[src/core/adc_regs_pkg.sv]
// Purpose : constants, field layout and encodings of the converter register block
// Assumes : byte-wide registers on an 8-bit address, single bus clock
// Notes   : shared by the register block and the clock generator

package adc_regs_pkg;

  // ----------------------------------------------------------------
  // widths
  // ----------------------------------------------------------------
  localparam int unsigned ADDR_W   = 8;
  localparam int unsigned DATA_W   = 8;
  localparam int unsigned RESULT_W = 12;
  localparam int unsigned NIBBLE_W = 4;
  localparam int unsigned DIVCNT_W = 3;

  // ----------------------------------------------------------------
  // register offsets
  // ----------------------------------------------------------------
  localparam logic [7:0] OFF_STATUS_CTRL2 = 8'h31;
  localparam logic [7:0] OFF_RESULT_HIGH  = 8'h32;
  localparam logic [7:0] OFF_RESULT_LOW   = 8'h33;
  localparam logic [7:0] OFF_COMPARE_HIGH = 8'h34;
  localparam logic [7:0] OFF_COMPARE_LOW  = 8'h35;
  localparam logic [7:0] OFF_CONFIG       = 8'h36;

  // ----------------------------------------------------------------
  // field positions
  // ----------------------------------------------------------------
  localparam int unsigned SC2_ACTIVE_BIT   = 7;
  localparam int unsigned SC2_CMP_EN_BIT   = 5;
  localparam int unsigned SC2_CMP_GT_BIT   = 4;
  localparam int unsigned SC2_REF_HI       = 1;
  localparam int unsigned SC2_REF_LO       = 0;
  localparam int unsigned CFG_LOW_POWER    = 7;
  localparam int unsigned CFG_DIV_HI       = 6;
  localparam int unsigned CFG_DIV_LO       = 5;
  localparam int unsigned CFG_LONG_SAMPLE  = 4;
  localparam int unsigned CFG_MODE_HI      = 3;
  localparam int unsigned CFG_MODE_LO      = 2;
  localparam int unsigned CFG_CLKSRC_HI    = 1;
  localparam int unsigned CFG_CLKSRC_LO    = 0;
  localparam int unsigned VALUE_HIGH_MSB   = 11;
  localparam int unsigned VALUE_HIGH_LSB   = 8;
  localparam int unsigned VALUE_LOW_MSB    = 7;

  // ----------------------------------------------------------------
  // reset values and fixed codes
  // ----------------------------------------------------------------
  localparam logic [7:0]  BYTE_ZERO     = 8'h00;
  localparam logic [3:0]  NIBBLE_ZERO   = 4'h0;
  localparam logic [11:0] RESULT_RESET  = 12'h000;
  localparam logic [11:0] COMPARE_RESET = 12'h000;
  localparam logic [1:0]  CODE_ZERO     = 2'h0;
  localparam logic [1:0]  CODE_DIV8     = 2'h3;
  localparam logic [2:0]  ROUTE_PINS    = 3'h1;
  localparam logic [2:0]  ROUTE_SUPPLY  = 3'h2;
  localparam logic [2:0]  ROUTE_BANDGAP = 3'h4;
  localparam logic [3:0]  RES_BITS_8    = 4'h8;
  localparam logic [3:0]  RES_BITS_10   = 4'ha;
  localparam logic [3:0]  RES_BITS_12   = 4'hc;

  // ----------------------------------------------------------------
  // field encodings
  // ----------------------------------------------------------------
  typedef enum logic [1:0] {REF_PINS_A, REF_SUPPLY, REF_BANDGAP, REF_PINS_B} reference_select_t;
  typedef enum logic [1:0] {CLK_BUS, CLK_BUS_HALF, CLK_OFF_CHIP, CLK_INTERNAL} clock_source_t;
  typedef enum logic [1:0] {RES_8BIT, RES_12BIT, RES_10BIT_A, RES_10BIT_B} resolution_t;

endpackage

[src/core/result_compare.sv]
// Purpose : magnitude match of a conversion outcome against the compare value
// Assumes : operands are stable in the cycle the match is used
// Notes   : purely combinational, the caller registers what it needs
`timescale 1ns/10ps

module result_compare
(
  input  wire logic [11:0] sample_i,
  input  wire logic [11:0] compare_value_i,
  input  wire logic        greater_i,
  output logic             match_o
);

  // ----------------------------------------------------------------
  // match criterion
  // ----------------------------------------------------------------
  // greater mode matches above the value, less mode below it
  always_comb
  begin
    if (greater_i)
    begin
      match_o = (sample_i > compare_value_i);
    end
    else
    begin
      match_o = (sample_i < compare_value_i);
    end
  end

endmodule // result_compare

[src/core/conv_clock_gen.sv]
// Purpose : conversion clock enable from the chosen source and divide ratio
// Assumes : off-chip and internal clocks are far slower than the bus clock
// Notes   : outside clocks are sampled, the tick is a bus-clock enable pulse
`timescale 1ns/10ps

module conv_clock_gen
(
  input  wire logic       sys_clk_i,
  input  wire logic       rst_i,
  input  wire logic [1:0] source_i,
  input  wire logic [1:0] divide_i,
  input  wire logic       ext_clk_i,
  input  wire logic       async_clk_i,
  output logic            tick_o
);

  logic [1:0] pin_raw;
  logic [1:0] sync1_r;
  logic [1:0] sync2_r;
  logic [1:0] sync3_r;
  logic [1:0] level_r;
  logic [1:0] rise;
  logic       half_r;
  logic       src_tick;
  logic [2:0] limit;
  logic [2:0] cnt_r;
  logic       tick_r;

  assign pin_raw = {async_clk_i, ext_clk_i};

  // ----------------------------------------------------------------
  // three-stage sampling of the outside clocks
  // ----------------------------------------------------------------
  genvar g;
  generate
    for (g = 0; g < 2; g = g + 1)
    begin : g_pin
      // a level counts once stages two and three agree
      always_ff @(posedge sys_clk_i)
      begin
        if (rst_i)
        begin
          sync1_r[g] <= 1'b0;
          sync2_r[g] <= 1'b0;
          sync3_r[g] <= 1'b0;
          level_r[g] <= 1'b0;
        end
        else
        begin
          sync1_r[g] <= pin_raw[g];
          sync2_r[g] <= sync1_r[g];
          sync3_r[g] <= sync2_r[g];
          if (sync2_r[g] == sync3_r[g])
          begin
            level_r[g] <= sync2_r[g];
          end
        end
      end
      assign rise[g] = (sync2_r[g] == sync3_r[g]) && sync2_r[g] && !level_r[g];
    end
  endgenerate

  // ----------------------------------------------------------------
  // source selection
  // ----------------------------------------------------------------
  // half-rate toggle for the divided bus clock
  always_ff @(posedge sys_clk_i)
  begin
    if (rst_i)
    begin
      half_r <= 1'b0;
    end
    else
    begin
      half_r <= !half_r;
    end
  end

  // one enable per source clock period
  always_comb
  begin
    case (adc_regs_pkg::clock_source_t'(source_i))
      adc_regs_pkg::CLK_BUS:      src_tick = 1'b1;
      adc_regs_pkg::CLK_BUS_HALF: src_tick = half_r;
      adc_regs_pkg::CLK_OFF_CHIP: src_tick = rise[0];
      adc_regs_pkg::CLK_INTERNAL: src_tick = rise[1];
      default:                    src_tick = 1'b0;
    endcase
  end

  // ----------------------------------------------------------------
  // divider by 1, 2, 4 or 8
  // ----------------------------------------------------------------
  assign limit = 3'((4'h1 << divide_i) - 4'h1);

  // counts source ticks, fires when the ratio is reached
  always_ff @(posedge sys_clk_i)
  begin
    if (rst_i)
    begin
      cnt_r  <= 3'h0;
      tick_r <= 1'b0;
    end
    else if (src_tick && (cnt_r >= limit))
    begin
      cnt_r  <= 3'h0;
      tick_r <= 1'b1;
    end
    else
    begin
      cnt_r  <= src_tick ? 3'(cnt_r + 3'h1) : cnt_r;
      tick_r <= 1'b0;
    end
  end

  assign tick_o = tick_r;

  // ----------------------------------------------------------------
  // checks
  // ----------------------------------------------------------------
  a_div_eight_gap: assert property (@(posedge sys_clk_i) disable iff (rst_i)
    (tick_o && divide_i == adc_regs_pkg::CODE_DIV8) |=>
    (!tick_o || divide_i != adc_regs_pkg::CODE_DIV8) [*7])
    else $error("divide by eight ticked early");

  a_div_one_rate: assert property (@(posedge sys_clk_i) disable iff (rst_i)
    (source_i == adc_regs_pkg::CODE_ZERO && divide_i == adc_regs_pkg::CODE_ZERO) [*2]
    |-> tick_o)
    else $error("divide by one missed a tick");

  a_half_rate_gap: assert property (@(posedge sys_clk_i) disable iff (rst_i)
    (tick_o && source_i == 2'h1 && divide_i == adc_regs_pkg::CODE_ZERO) |=> !tick_o)
    else $error("half bus clock ticked back to back");

endmodule // conv_clock_gen

[src/core/adc_regs.sv]
// Purpose : register side of the successive-approximation converter
// Assumes : conversion done pulse and result come from logic on sys_clk_i
// Notes   : plain strobe bus, read data stand only in the cycle after the strobe
// Function
// - reference code 00/11 pins, 01 analog supply, 10 band gap
// - 12-bit result: bits 11:8 in high byte low nibble, 7:0 low byte
// - both result bytes are read-only; writes change nothing
// - result loads from the successive-approximation output, zero after reset
// - compare bytes are read/write, reset to zero; low reads back last write, high only bits 3:0 of it
// - compare high write updates only bits 11:8 from data bits 3:0
// - compare low write updates bits 7:0, keeps bits 11:8
// - compare mode matches each outcome against the stored compare value
// - config bit 7 selects normal power (0) or low power (1)
// - config bits 6:5 divide converter clock by 1, 2, 4, 8
// - config bit 4 selects short (0) or long (1) sample phase
// - compare enable 0 normal conversions, 1 compare conversions, reset 0
// - resolution 00 8-bit, 01 12-bit, 10 and 11 10-bit
// - clock source bus, bus half, off-chip or internal asynchronous
//
// Added by the designer: the address-and-strobe port.
`timescale 1ns/10ps

module adc_regs
(
  input  wire logic        sys_clk_i,
  input  wire logic        rst_i,
  input  wire logic [7:0]  addr_i,
  input  wire logic [7:0]  wdata_i,
  input  wire logic        wr_i,
  input  wire logic        rd_i,
  output logic      [7:0]  rdata_o,
  input  wire logic [11:0] sar_result_i,
  input  wire logic        sar_done_i,
  input  wire logic        sar_active_i,
  input  wire logic        ext_clk_i,
  input  wire logic        async_clk_i,
  output logic             ref_pins_o,
  output logic             ref_supply_o,
  output logic             ref_bandgap_o,
  output logic             compare_enable_o,
  output logic             compare_greater_o,
  output logic      [11:0] compare_value_o,
  output logic             compare_match_o,
  output logic             low_power_o,
  output logic             long_sample_o,
  output logic      [3:0]  res_bits_o,
  output logic             conv_tick_o
);

  // ----------------------------------------------------------------
  // decode helpers
  // ----------------------------------------------------------------
  // address match against one register offset
  function automatic logic reg_hit(input logic [7:0] addr, input logic [7:0] off);
    reg_hit = (addr == off);
  endfunction

  // reference code to one-hot route {band gap, supply, pins}
  function automatic logic [2:0] ref_route(input logic [1:0] code);
    case (adc_regs_pkg::reference_select_t'(code))
      adc_regs_pkg::REF_SUPPLY:  ref_route = adc_regs_pkg::ROUTE_SUPPLY;
      adc_regs_pkg::REF_BANDGAP: ref_route = adc_regs_pkg::ROUTE_BANDGAP;
      default:                   ref_route = adc_regs_pkg::ROUTE_PINS;
    endcase
  endfunction

  // resolution code to result width
  function automatic logic [3:0] res_width(input logic [1:0] code);
    case (adc_regs_pkg::resolution_t'(code))
      adc_regs_pkg::RES_8BIT:  res_width = adc_regs_pkg::RES_BITS_8;
      adc_regs_pkg::RES_12BIT: res_width = adc_regs_pkg::RES_BITS_12;
      default:                 res_width = adc_regs_pkg::RES_BITS_10;
    endcase
  endfunction

  logic        wr_sc2;
  logic        wr_cmp_high;
  logic        wr_cmp_low;
  logic        wr_cfg;
  logic [1:0]  ref_code_r;
  logic [2:0]  route_r;
  logic        cmp_en_r;
  logic        cmp_gt_r;
  logic [7:0]  cfg_r;
  logic [3:0]  res_bits_r;
  logic [11:0] result_r;
  logic [11:0] compare_r;
  logic        match;
  logic        load_result;
  logic        match_r;
  logic [7:0]  rd_mux;
  logic [7:0]  rdata_r;

  assign wr_sc2      = wr_i && reg_hit(addr_i, adc_regs_pkg::OFF_STATUS_CTRL2);
  assign wr_cmp_high = wr_i && reg_hit(addr_i, adc_regs_pkg::OFF_COMPARE_HIGH);
  assign wr_cmp_low  = wr_i && reg_hit(addr_i, adc_regs_pkg::OFF_COMPARE_LOW);
  assign wr_cfg      = wr_i && reg_hit(addr_i, adc_regs_pkg::OFF_CONFIG);

  // ----------------------------------------------------------------
  // status and control two: compare mode and reference
  // ----------------------------------------------------------------
  // reference code and its registered route
  always_ff @(posedge sys_clk_i)
  begin
    if (rst_i)
    begin
      ref_code_r <= adc_regs_pkg::CODE_ZERO;
      route_r    <= adc_regs_pkg::ROUTE_PINS;
    end
    else if (wr_sc2)
    begin
      ref_code_r <= wdata_i[adc_regs_pkg::SC2_REF_HI:adc_regs_pkg::SC2_REF_LO];
      route_r    <= ref_route(wdata_i[adc_regs_pkg::SC2_REF_HI:adc_regs_pkg::SC2_REF_LO]);
    end
  end

  // compare enable and direction
  always_ff @(posedge sys_clk_i)
  begin
    if (rst_i)
    begin
      cmp_en_r <= 1'b0;
      cmp_gt_r <= 1'b0;
    end
    else if (wr_sc2)
    begin
      cmp_en_r <= wdata_i[adc_regs_pkg::SC2_CMP_EN_BIT];
      cmp_gt_r <= wdata_i[adc_regs_pkg::SC2_CMP_GT_BIT];
    end
  end

  // ----------------------------------------------------------------
  // configuration
  // ----------------------------------------------------------------
  // whole byte writable, fields fan out below
  always_ff @(posedge sys_clk_i)
  begin
    if (rst_i)
    begin
      cfg_r      <= adc_regs_pkg::BYTE_ZERO;
      res_bits_r <= adc_regs_pkg::RES_BITS_8;
    end
    else if (wr_cfg)
    begin
      cfg_r      <= wdata_i;
      res_bits_r <= res_width(wdata_i[adc_regs_pkg::CFG_MODE_HI:adc_regs_pkg::CFG_MODE_LO]);
    end
  end

  // ----------------------------------------------------------------
  // compare value
  // ----------------------------------------------------------------
  // each byte write touches only its own part of the value
  always_ff @(posedge sys_clk_i)
  begin
    if (rst_i)
    begin
      compare_r <= adc_regs_pkg::COMPARE_RESET;
    end
    else if (wr_cmp_high)
    begin
      compare_r[adc_regs_pkg::VALUE_HIGH_MSB:adc_regs_pkg::VALUE_HIGH_LSB] <=
        wdata_i[adc_regs_pkg::NIBBLE_W-1:0];
    end
    else if (wr_cmp_low)
    begin
      compare_r[adc_regs_pkg::VALUE_LOW_MSB:0] <= wdata_i;
    end
  end

  // ----------------------------------------------------------------
  // result capture
  // ----------------------------------------------------------------
  result_compare u_compare
  (
    .sample_i        (sar_result_i),
    .compare_value_i (compare_r),
    .greater_i       (cmp_gt_r),
    .match_o         (match)
  );

  // in compare mode only a matching outcome is kept
  assign load_result = sar_done_i && (!cmp_en_r || match);

  // loads from the converter only, never from the bus
  always_ff @(posedge sys_clk_i)
  begin
    if (rst_i)
    begin
      result_r <= adc_regs_pkg::RESULT_RESET;
    end
    else if (load_result)
    begin
      result_r <= sar_result_i;
    end
  end

  // one-cycle pulse for a matching compare conversion
  always_ff @(posedge sys_clk_i)
  begin
    if (rst_i)
    begin
      match_r <= 1'b0;
    end
    else
    begin
      match_r <= sar_done_i && cmp_en_r && match;
    end
  end

  // ----------------------------------------------------------------
  // read path
  // ----------------------------------------------------------------
  // unmapped offsets and unused bits read as zero
  always_comb
  begin
    rd_mux = adc_regs_pkg::BYTE_ZERO;
    case (1'b1)
      reg_hit(addr_i, adc_regs_pkg::OFF_STATUS_CTRL2):
      begin
        rd_mux[adc_regs_pkg::SC2_ACTIVE_BIT] = sar_active_i;
        rd_mux[adc_regs_pkg::SC2_CMP_EN_BIT] = cmp_en_r;
        rd_mux[adc_regs_pkg::SC2_CMP_GT_BIT] = cmp_gt_r;
        rd_mux[adc_regs_pkg::SC2_REF_HI:adc_regs_pkg::SC2_REF_LO] = ref_code_r;
      end
      reg_hit(addr_i, adc_regs_pkg::OFF_RESULT_HIGH):
        rd_mux = {adc_regs_pkg::NIBBLE_ZERO, result_r[11:8]};
      reg_hit(addr_i, adc_regs_pkg::OFF_RESULT_LOW):
        rd_mux = result_r[adc_regs_pkg::VALUE_LOW_MSB:0];
      reg_hit(addr_i, adc_regs_pkg::OFF_COMPARE_HIGH):
        rd_mux = {adc_regs_pkg::NIBBLE_ZERO, compare_r[11:8]};
      reg_hit(addr_i, adc_regs_pkg::OFF_COMPARE_LOW):
        rd_mux = compare_r[adc_regs_pkg::VALUE_LOW_MSB:0];
      reg_hit(addr_i, adc_regs_pkg::OFF_CONFIG):
        rd_mux = cfg_r;
      default:
        rd_mux = adc_regs_pkg::BYTE_ZERO;
    endcase
  end

  // data stand only in the cycle after the read strobe
  always_ff @(posedge sys_clk_i)
  begin
    if (rst_i)
    begin
      rdata_r <= adc_regs_pkg::BYTE_ZERO;
    end
    else
    begin
      rdata_r <= rd_i ? rd_mux : adc_regs_pkg::BYTE_ZERO;
    end
  end

  // ----------------------------------------------------------------
  // conversion clock
  // ----------------------------------------------------------------
  conv_clock_gen u_clock
  (
    .sys_clk_i   (sys_clk_i),
    .rst_i       (rst_i),
    .source_i    (cfg_r[adc_regs_pkg::CFG_CLKSRC_HI:adc_regs_pkg::CFG_CLKSRC_LO]),
    .divide_i    (cfg_r[adc_regs_pkg::CFG_DIV_HI:adc_regs_pkg::CFG_DIV_LO]),
    .ext_clk_i   (ext_clk_i),
    .async_clk_i (async_clk_i),
    .tick_o      (conv_tick_o)
  );

  // ----------------------------------------------------------------
  // outputs to the converter core
  // ----------------------------------------------------------------
  assign rdata_o           = rdata_r;
  assign ref_pins_o        = route_r[0];
  assign ref_supply_o      = route_r[1];
  assign ref_bandgap_o     = route_r[2];
  assign compare_enable_o  = cmp_en_r;
  assign compare_greater_o = cmp_gt_r;
  assign compare_value_o   = compare_r;
  assign compare_match_o   = match_r;
  assign low_power_o       = cfg_r[adc_regs_pkg::CFG_LOW_POWER];
  assign long_sample_o     = cfg_r[adc_regs_pkg::CFG_LONG_SAMPLE];
  assign res_bits_o        = res_bits_r;

  // ----------------------------------------------------------------
  // checks
  // ----------------------------------------------------------------
  a_ref_pins_alias: assert property (@(posedge sys_clk_i) disable iff (rst_i)
    (wr_sc2 && wdata_i[1:0] == 2'h3) |=> (ref_pins_o && !ref_supply_o && !ref_bandgap_o))
    else $error("code 11 did not route the reference pins");

  a_ref_bandgap: assert property (@(posedge sys_clk_i) disable iff (rst_i)
    (wr_sc2 && wdata_i[1:0] == 2'h2) |=> (ref_bandgap_o && !ref_pins_o && !ref_supply_o))
    else $error("code 10 did not route the band gap");

  a_read_result_high: assert property (@(posedge sys_clk_i) disable iff (rst_i)
    (rd_i && addr_i == adc_regs_pkg::OFF_RESULT_HIGH) |=>
    (rdata_o == {4'h0, $past(result_r[11:8])}))
    else $error("result high byte read wrong");

  a_result_read_only: assert property (@(posedge sys_clk_i) disable iff (rst_i)
    (wr_i && (addr_i == adc_regs_pkg::OFF_RESULT_HIGH || addr_i == adc_regs_pkg::OFF_RESULT_LOW)
     && !sar_done_i) |=> $stable(result_r))
    else $error("bus write changed the result");

  a_result_load: assert property (@(posedge sys_clk_i) disable iff (rst_i)
    (sar_done_i && !cmp_en_r) |=> (result_r == $past(sar_result_i)))
    else $error("completed conversion not captured");

  a_reset_zero: assert property (@(posedge sys_clk_i) disable iff (rst_i)
    $fell(rst_i) |-> (result_r == 12'h000 && compare_r == 12'h000 && !compare_enable_o))
    else $error("registers not zero after reset");

  a_cmp_high_write: assert property (@(posedge sys_clk_i) disable iff (rst_i)
    wr_cmp_high |=> (compare_r[11:8] == $past(wdata_i[3:0]) &&
                     compare_r[7:0] == $past(compare_r[7:0])))
    else $error("compare high write wrong");

  a_cmp_low_write: assert property (@(posedge sys_clk_i) disable iff (rst_i)
    wr_cmp_low |=> (compare_r[7:0] == $past(wdata_i) &&
                    compare_r[11:8] == $past(compare_r[11:8])))
    else $error("compare low write wrong");

  a_cmp_no_match_hold: assert property (@(posedge sys_clk_i) disable iff (rst_i)
    (sar_done_i && cmp_en_r && !cmp_gt_r && sar_result_i >= compare_r) |=>
    ($stable(result_r) && !compare_match_o))
    else $error("non-matching compare outcome kept");

  a_cfg_power_sample: assert property (@(posedge sys_clk_i) disable iff (rst_i)
    wr_cfg |=> (low_power_o == $past(wdata_i[7]) && long_sample_o == $past(wdata_i[4])))
    else $error("power or sample select wrong");

  a_mode_ten_bit: assert property (@(posedge sys_clk_i) disable iff (rst_i)
    (wr_cfg && wdata_i[3:2] == 2'h3) |=> (res_bits_o == 4'ha))
    else $error("mode 11 is not 10-bit");

  a_result_hold: assert property (@(posedge sys_clk_i) disable iff (rst_i)
    !sar_done_i |=> $stable(result_r))
    else $error("result changed without a completion");

  c_compare_match: cover property (@(posedge sys_clk_i) disable iff (rst_i)
    compare_match_o);

  c_write_then_read: cover property (@(posedge sys_clk_i) disable iff (rst_i)
    wr_cmp_high ##1 (rd_i && addr_i == adc_regs_pkg::OFF_COMPARE_HIGH));

  c_load_then_read: cover property (@(posedge sys_clk_i) disable iff (rst_i)
    load_result ##[1:20] (rd_i && addr_i == adc_regs_pkg::OFF_RESULT_LOW));

endmodule // adc_regs

[config.mk]
export PLATFORM = sky130hd
export DESIGN_NAME = adc_regs
export DESIGN_NICKNAME = d
export VERILOG_FILES = /design/src/core/adc_regs_pkg.sv /design/src/core/result_compare.sv /design/src/core/conv_clock_gen.sv /design/src/core/adc_regs.sv
export SDC_FILE = /design/constraint.sdc
export NUM_CORES = 1
export LEC_CHECK = 0
export BUFFER_PORTS_ARGS = -buffer_cell sky130_fd_sc_hd__buf_2
export CORE_MARGIN = 1
export CORE_UTILIZATION = 30
export CTS_CLUSTER_DIAMETER = 150
export DETAILED_ROUTE_END_ITERATION = 10
export GPL_TIMING_DRIVEN = 0
export MAX_ROUTING_LAYER = met4
export PLACE_DENSITY = 0.54
export SLEW_MARGIN = 5
export SYNTH_ARGS = -nofsm -noshare
export SYNTH_HDL_FRONTEND = slang
export SYNTH_SLANG_ARGS = --single-unit
[constraint.sdc]
create_clock -name sys_clk_i -period 2.91 [get_ports sys_clk_i]
set_input_delay 0.291 -clock sys_clk_i [delete_from_list [all_inputs] [get_ports sys_clk_i]]
set_output_delay 0.291 -clock sys_clk_i [all_outputs]
set_load 0.02 [all_outputs]
After elaboration in Yosys (flattened, before gate mapping)
Index checks and enable logic that the tools add are counted.

word-level totals
  output and inout port bits = 33
  input bits = 36
  logic and storage cells = 102
  register bits after elaboration = 65

cells by class
  reduce and logical (&&, ||, !) cells = 24
  mux-type cells = 32
  add/subtract/negate cells = 2
  equality and inequality tests = 14
  order comparisons = 3
  shift-type cells = 1
  bitwise gates (word level) = 2

operators by type and width
  cell                                                                 count
  8-bit by 6-bit == test with 1-bit output (second input constant)     6
  2-bit two-way mux                                                    17
  12-bit greater-than comparator                                       1
  1-bit logical AND                                                    12
  12-bit less-than comparator                                          1
  1-bit two-way mux                                                    12
  3-bit one-hot mux with 2 select lines                                2
  2-bit by 1-bit == test with 1-bit output (second input constant)     3
  2-bit == test (second input constant)                                3
  1-bit logical NOT                                                    4
  2-bit logical NOT                                                    2
  1-bit one-hot mux with 4 select lines                                1
  2-bit OR reduction                                                   2
  4-bit OR reduction                                                   1
  3-bit by 1-bit adder with 3-bit output (second input constant)       1
  3-bit greater-or-equal comparator                                    1
  3-bit OR reduction                                                   1
  1-bit by 2-bit left shift with 3-bit output (first input constant)   1
  3-bit by 1-bit subtractor with 3-bit output (second input constant)  1
  1-bit == test                                                        2
  1-bit inverter                                                       2
  2-bit AND reduction                                                  1
  1-bit logical OR                                                     1

Depth between registers and ports, before layout
  depth after elaboration = 7
  depth in mapped cells = 9
  depth with buffers taken out = 8

Modules after synthesis
Synthesis repeated with hierarchy kept, for this count alone.

second synthesis, totals
  cells, all modules = 315
  area, all modules = 3031.7 µm²

by module, submodules not included
  module          area an instance (µm²)  seq. area each (µm²)  instances  cells each
  adc_regs        2147.1                  1001.0                1          220
  conv_clock_gen  563.0                   260.2                 1          54
  result_compare  321.6                   0.0                   1          41

Worst setup path before layout
No wires, ideal clock.

  path kind = register to register
  start = register compare_r[11], in the netlist compare_value_o[11]
  end = register result_r[0]
  data required time = 2838 ps
  arrival time = 2132 ps
  path buffers = 1
  cell stages (with the launch flop) = 10
  slack = 706 ps
  setup time = 72 ps
  period minus slack after synthesis = 2204 ps
  path through = dfxtp_1 inv_1 ha_1 nand4_2 nor3_2 o2bb2ai_1 and4_4 a311oi_4 buf_6 mux2i_1

on the way
  word-level cells in the longest chain between the ends = 4
  elaborated cells on any way between the ends = 5
  classes of those cells = 2 x order compare; 1 x mux; 2 x reduce/logical

RTL lines
  element                                                                               line                                        source
  start: declaration                                                                    adc_regs.sv:87                              logic [11:0] compare_r;
  start signal: assignment                                                              adc_regs.sv:158                             compare_r <= adc_regs_pkg::COMPARE_RESET;
  start signal: indexed assignment                                                      adc_regs.sv:162                             compare_r[adc_regs_pkg::VALUE_HIGH_MSB:adc_regs_pkg::VALUE_HIGH_LSB] <=
  start signal: indexed assignment                                                      adc_regs.sv:167                             compare_r[adc_regs_pkg::VALUE_LOW_MSB:0] <= wdata_i;
  12-bit less-than comparator / 12-bit greater-than comparator (equally long branches)  result_compare.sv:26, result_compare.sv:22
  1-bit two-way mux (*)                                                                 result_compare.sv:20                        if (greater_i)
  1-bit logical OR (*)                                                                  adc_regs.sv:183                             assign load_result = sar_done_i && (!cmp_en_r || match);
  1-bit logical AND (*)                                                                 adc_regs.sv:183
  end signal: assignment                                                                adc_regs.sv:190                             result_r <= adc_regs_pkg::RESULT_RESET;
  end signal: assignment                                                                adc_regs.sv:194                             result_r <= sar_result_i;
  end: declaration                                                                      adc_regs.sv:86                              logic [11:0] result_r;

Every way passes the cells marked *; elsewhere a longest branch is shown, timed or not.
A chain may end at the register's enable or synchronous reset.

Worst setup path in the final report
  start = register compare_r[8], in the netlist compare_value_o[8]
  end = register result_r[2]

Same word-level chain as after synthesis.

==> flow_metrics.py <==
metrics = {
    "floorplan": {
        "die_w_um": 103.8,
        "initial_standard_cell_utilization_of_the_core": 0.3139,
        "floorplan.rows": 36,
        "num_ports": 69,
        "floorplan.die_area_um2": 10780,
        "floorplan.die.height_um": 103.8,
        "fp.coreArea_um2": 9910,
    },
    "setup_path": {
        "crit_path_cell_trace": "inv_1, ha_1, nand4_2, nor3_2, o2bb2ai_1, and4_4, a311oi_4, buf_6, mux2i_1",
        "startpoint": "compare_value_o[8]$_SDFFE_PP0P_",
        "rr_startpoint": "compare_value_o[8]$_SDFFE_PP0P_",
        "critical_path_arrival_ps": 2680,
        "critPathKind": "register to register",
        "critical_path.max_fanout": 10,
        "worstSetupStartpointType": "register",
        "cp_slowest_cell": "sky130_fd_sc_hd__dfxtp_1",
        "delay_contributed_by_the_slowest_stage_of_the_critical_path_ps": 420,
        "endpoint_kind": "register",
        "cp_data_required_time_ps": 3180,
    },
    "grt": {
        "grt.met2_usage": 0.2538,
        "largest_net_degree_at_the_start_of_global_routing": 11,
        "globalRouteMet3Util": 0.03965,
        "met1_usage": 0.2236,
        "track_usage": 0.1697,
        "first_global_vias": 2609,
        "grt_overflow_total": 0,
        "grt_pass1_wl_um": 13650,
        "antenna_found_initial": 0,
        "grt-busiest-layer": "met2",
    },
    "clock_tree": {
        "clock_latency_at_the_later_pin_of_the_worst_skew_pair_ps": 340,
        "cts.sinks": 63,
        "clk_path_buf_depth": 2,
        "clockRootBuffer": "sky130_fd_sc_hd__clkbuf_8",
        "cts_tree": "built",
        "h-tree-depth": 3,
        "clkSlewWorstSetupHoldPaths_ps": 70,
        "cts-buffers-inserted": 9,
        "cts_stage_hold_buffer_count": 0,
        "post_cts_resized": 0,
        "post-cts-setup-buffers": 0,
    },
    "synthesis": {
        "ys_seq_area_frac": 0.4055,
        "yosys.cell_types.count": 46,
        "synthesis.area_um2": 3110,
        "yosys_warnings": 0,
        "synthesis.instances": 355,
        "syn-mean-instance-area_um2": 8.762,
        "syn-num-nets": 411,
        "ys_ff_latch": 63,
    },
    "final_layout": {
        "layout.nets": 487,
        "utilization": 0.3861,
        "drive_gt1_frac": 0.2225,
        "areaGrowthSynthToFinish_pct": 23.01,
        "num-fill-cells": 1042,
        "insertedDiodeCount": 0,
        "summed_area_of_non_filler_cells_in_the_final_layout_um2": 3826,
    },
    "sta": {
        "timing_hold_violations_final": 0,
        "final.setup_skew_ps": 6.000,
        "fin_hold_ws_ps": 166.2,
        "worst_slew_margin_rel": 0.5627,
        "report.final.slew_viol_count": 0,
        "max_freq_mhz": 414.4,
        "rsz_0062_raised_after_global_routing": "no",
        "layout_min_cycle_time_ps": 2413,
        "finalSetupTns_ps": 0,
        "finalSetupViolations": 0,
        "worst_slew_pin_slew_ps": 650.9,
        "final.period_utilization": 0.8292,
    },
    "route": {
        "drt_first_iter_violations": 141,
        "detailedRoute.firstPassIterationCount": 4,
        "route.detailed.drc": 0,
        "drt-total-wl_um": 8390,
        "num_vias": 2708,
        "detail-route-antenna-nets": 0,
        "via_per_inst": 4.759,
        "wl_per_cell_um": 14.75,
    },
    "placement": {
        "gp_routability_congestion": 0.8307,
        "port_buffers": 65,
        "dpl.hpwl_um": 6498,
        "postPlaceCellArea_um2": 3602,
    },
    "run_status": {
        "status": "finished clean",
    },
    "power": {
        "worst_ir_drop_vdd_uv": 252.7,
        "p_per_area_nw_per_um2": 499.3,
        "pleak_nw": 1.623,
    },
    "min_path": {
        "min-delay-start": "ext_clk_i",
        "holdCritPathClass": "primary input to register",
    },
    "flow_run": {
        "timing.max_cap.violations": 0,
    },
}
==> metrics by stage <==
step / std cells / setup slack (ps) / power [W]
floorplan: 355 / 706.2 / 0.0009981
global placement: 553 / 575.8 / 0.001057
detailed placement: 553 / 532.0 / 0.001061
CTS: 569 / 512.2 / 0.001930
global route: 569 / 358.6 / 0.001982
finish: 569 / 497.1 / 0.001910
==> sequential cells by signal (all words and copies together) (netlist names) <==
name	cells
u_clock.half_r	1
compare_enable_o	1
compare_value_o	12
compare_match_o	1
result_r	12
u_clock.cnt_r	3
res_bits_o	2
u_clock.sync3_r	2
u_clock.level_r	2
rdata_o	8
u_clock.sync1_r	2
ref_code_r	2
cfg_r	8
compare_greater_o	1
u_clock.tick_o	1
u_clock.sync2_r	2
route_r	3
==> cell type report <==
cell class / count / area (um^2) / share of cell area
timing repair buffer: 65 / 325.3 / 0.08502
multi-input combinational: 252 / 1675 / 0.4379
buffer: 21 / 102.6 / 0.02681
clock buffer: 13 / 158.9 / 0.04153
tap: 133 / 166.4 / 0.04349
sequential: 63 / 1261 / 0.3296
clock inverter: 3 / 65.06 / 0.01700
inverter: 19 / 71.32 / 0.01864
==> cells in the mapped netlist, drive strengths merged <==
master / number / area [um^2]
a211o: 1 / 8.760
a211oi: 2 / 15.01
a21oi: 27 / 135.1
a221oi: 1 / 8.760
a222oi: 2 / 20.02
a22o: 5 / 43.79
a22oi: 3 / 22.52
a311oi: 1 / 26.28
and2: 2 / 12.51
and3: 4 / 25.02
and4: 1 / 11.26
buf: 11 / 65.05
clkbuf: 10 / 37.54
conb: 2 / 7.510
dfxtp: 63 / 1261
ha: 20 / 250.2
inv: 19 / 71.32
mux2: 1 / 11.26
mux2i: 31 / 310.3
nand2: 40 / 166.4
nand2b: 27 / 168.9
nand3: 9 / 45.04
nand3b: 2 / 15.01
nand4: 2 / 18.77
nand4bb: 1 / 11.26
nor2: 33 / 123.9
nor2b: 9 / 56.30
nor3: 8 / 45.04
nor3b: 1 / 7.510
nor4: 1 / 6.260
o211ai: 1 / 7.510
o21ai: 9 / 48.79
o21bai: 1 / 7.510
o22ai: 1 / 6.260
o2bb2ai: 1 / 8.760
o31ai: 1 / 7.510
or2: 1 / 6.260
or4b: 1 / 10.01
==> kinds of logic after synthesis <==
kind of cell	share of synthesized area
simple gates	0.2345
buf+inv	0.05591
other cells	0.002414
mux	0.1034
compound gates	0.1179
flops	0.4055
fa+ha+maj	0.08045
==> final timing paths <==
kind / slack [ps] / cells after the start / endpoint
worst max-delay path: 500 / 9 / result_r[2]$_SDFFE_PP0P_
worst min-delay path: 170 / 2 / u_clock.sync1_r[0]$_SDFF_PP0_
worst max register to register: 500 / 9 / result_r[2]$_SDFFE_PP0P_
worst min register to register: 410 / 1 / u_clock.half_r$_SDFF_PP0_
==> metal layers <==
layer | up-vias | wire (um) | share of wire
met5 | - | 0 | 0
met2 | 79 | 3691 | 0.44
met3 | 9 | 482 | 0.057
met1 | 1263 | 4080 | 0.49
li1 | 1357 | - | -
met4 | 0 | 136 | 0.016
==> report_power, final <==
group	total, W	leakage, nW	switching [W]	internal [W]
Clock	0.000869	0.114	0.000339	0.000529
Combinational	0.000154	0.998	0.0000889	0.0000656
Sequential	0.000887	0.512	0.00000847	0.000879
==> worst max-delay path, delay by kind of cell, from the launching register on <==
family,cells,cell delay (ps)
and+or+nand+nor,3,610
AOI/OAI and AO/OA,2,500
DFF,1,420
buffers and inverters,2,320
adders and majority gates,1,300
muxes,1,190
==> layout by cell type (no fill, tap or decap), types with 2 or more instances in the layout <==
master,n
sky130_fd_sc_hd__inv_1,19
sky130_fd_sc_hd__nor3_1,7
sky130_fd_sc_hd__nand3_1,9
sky130_fd_sc_hd__clkbuf_8,11
sky130_fd_sc_hd__a211oi_1,2
sky130_fd_sc_hd__buf_2,72
sky130_fd_sc_hd__mux2i_1,31
sky130_fd_sc_hd__a222oi_1,2
sky130_fd_sc_hd__o21ai_0,7
sky130_fd_sc_hd__conb_1,2
sky130_fd_sc_hd__ha_1,20
sky130_fd_sc_hd__a22o_1,5
sky130_fd_sc_hd__and2_1,2
sky130_fd_sc_hd__nand2_1,39
sky130_fd_sc_hd__nand3b_1,2
sky130_fd_sc_hd__nor2_1,33
sky130_fd_sc_hd__nand2b_1,27
sky130_fd_sc_hd__clkbuf_1,12
sky130_fd_sc_hd__bufinv_16,2
sky130_fd_sc_hd__and3_1,4
sky130_fd_sc_hd__nor2b_1,9
sky130_fd_sc_hd__a21oi_1,27
sky130_fd_sc_hd__buf_4,2
sky130_fd_sc_hd__a22oi_1,3
sky130_fd_sc_hd__dfxtp_1,63
(Power assumes the default switching activity.)
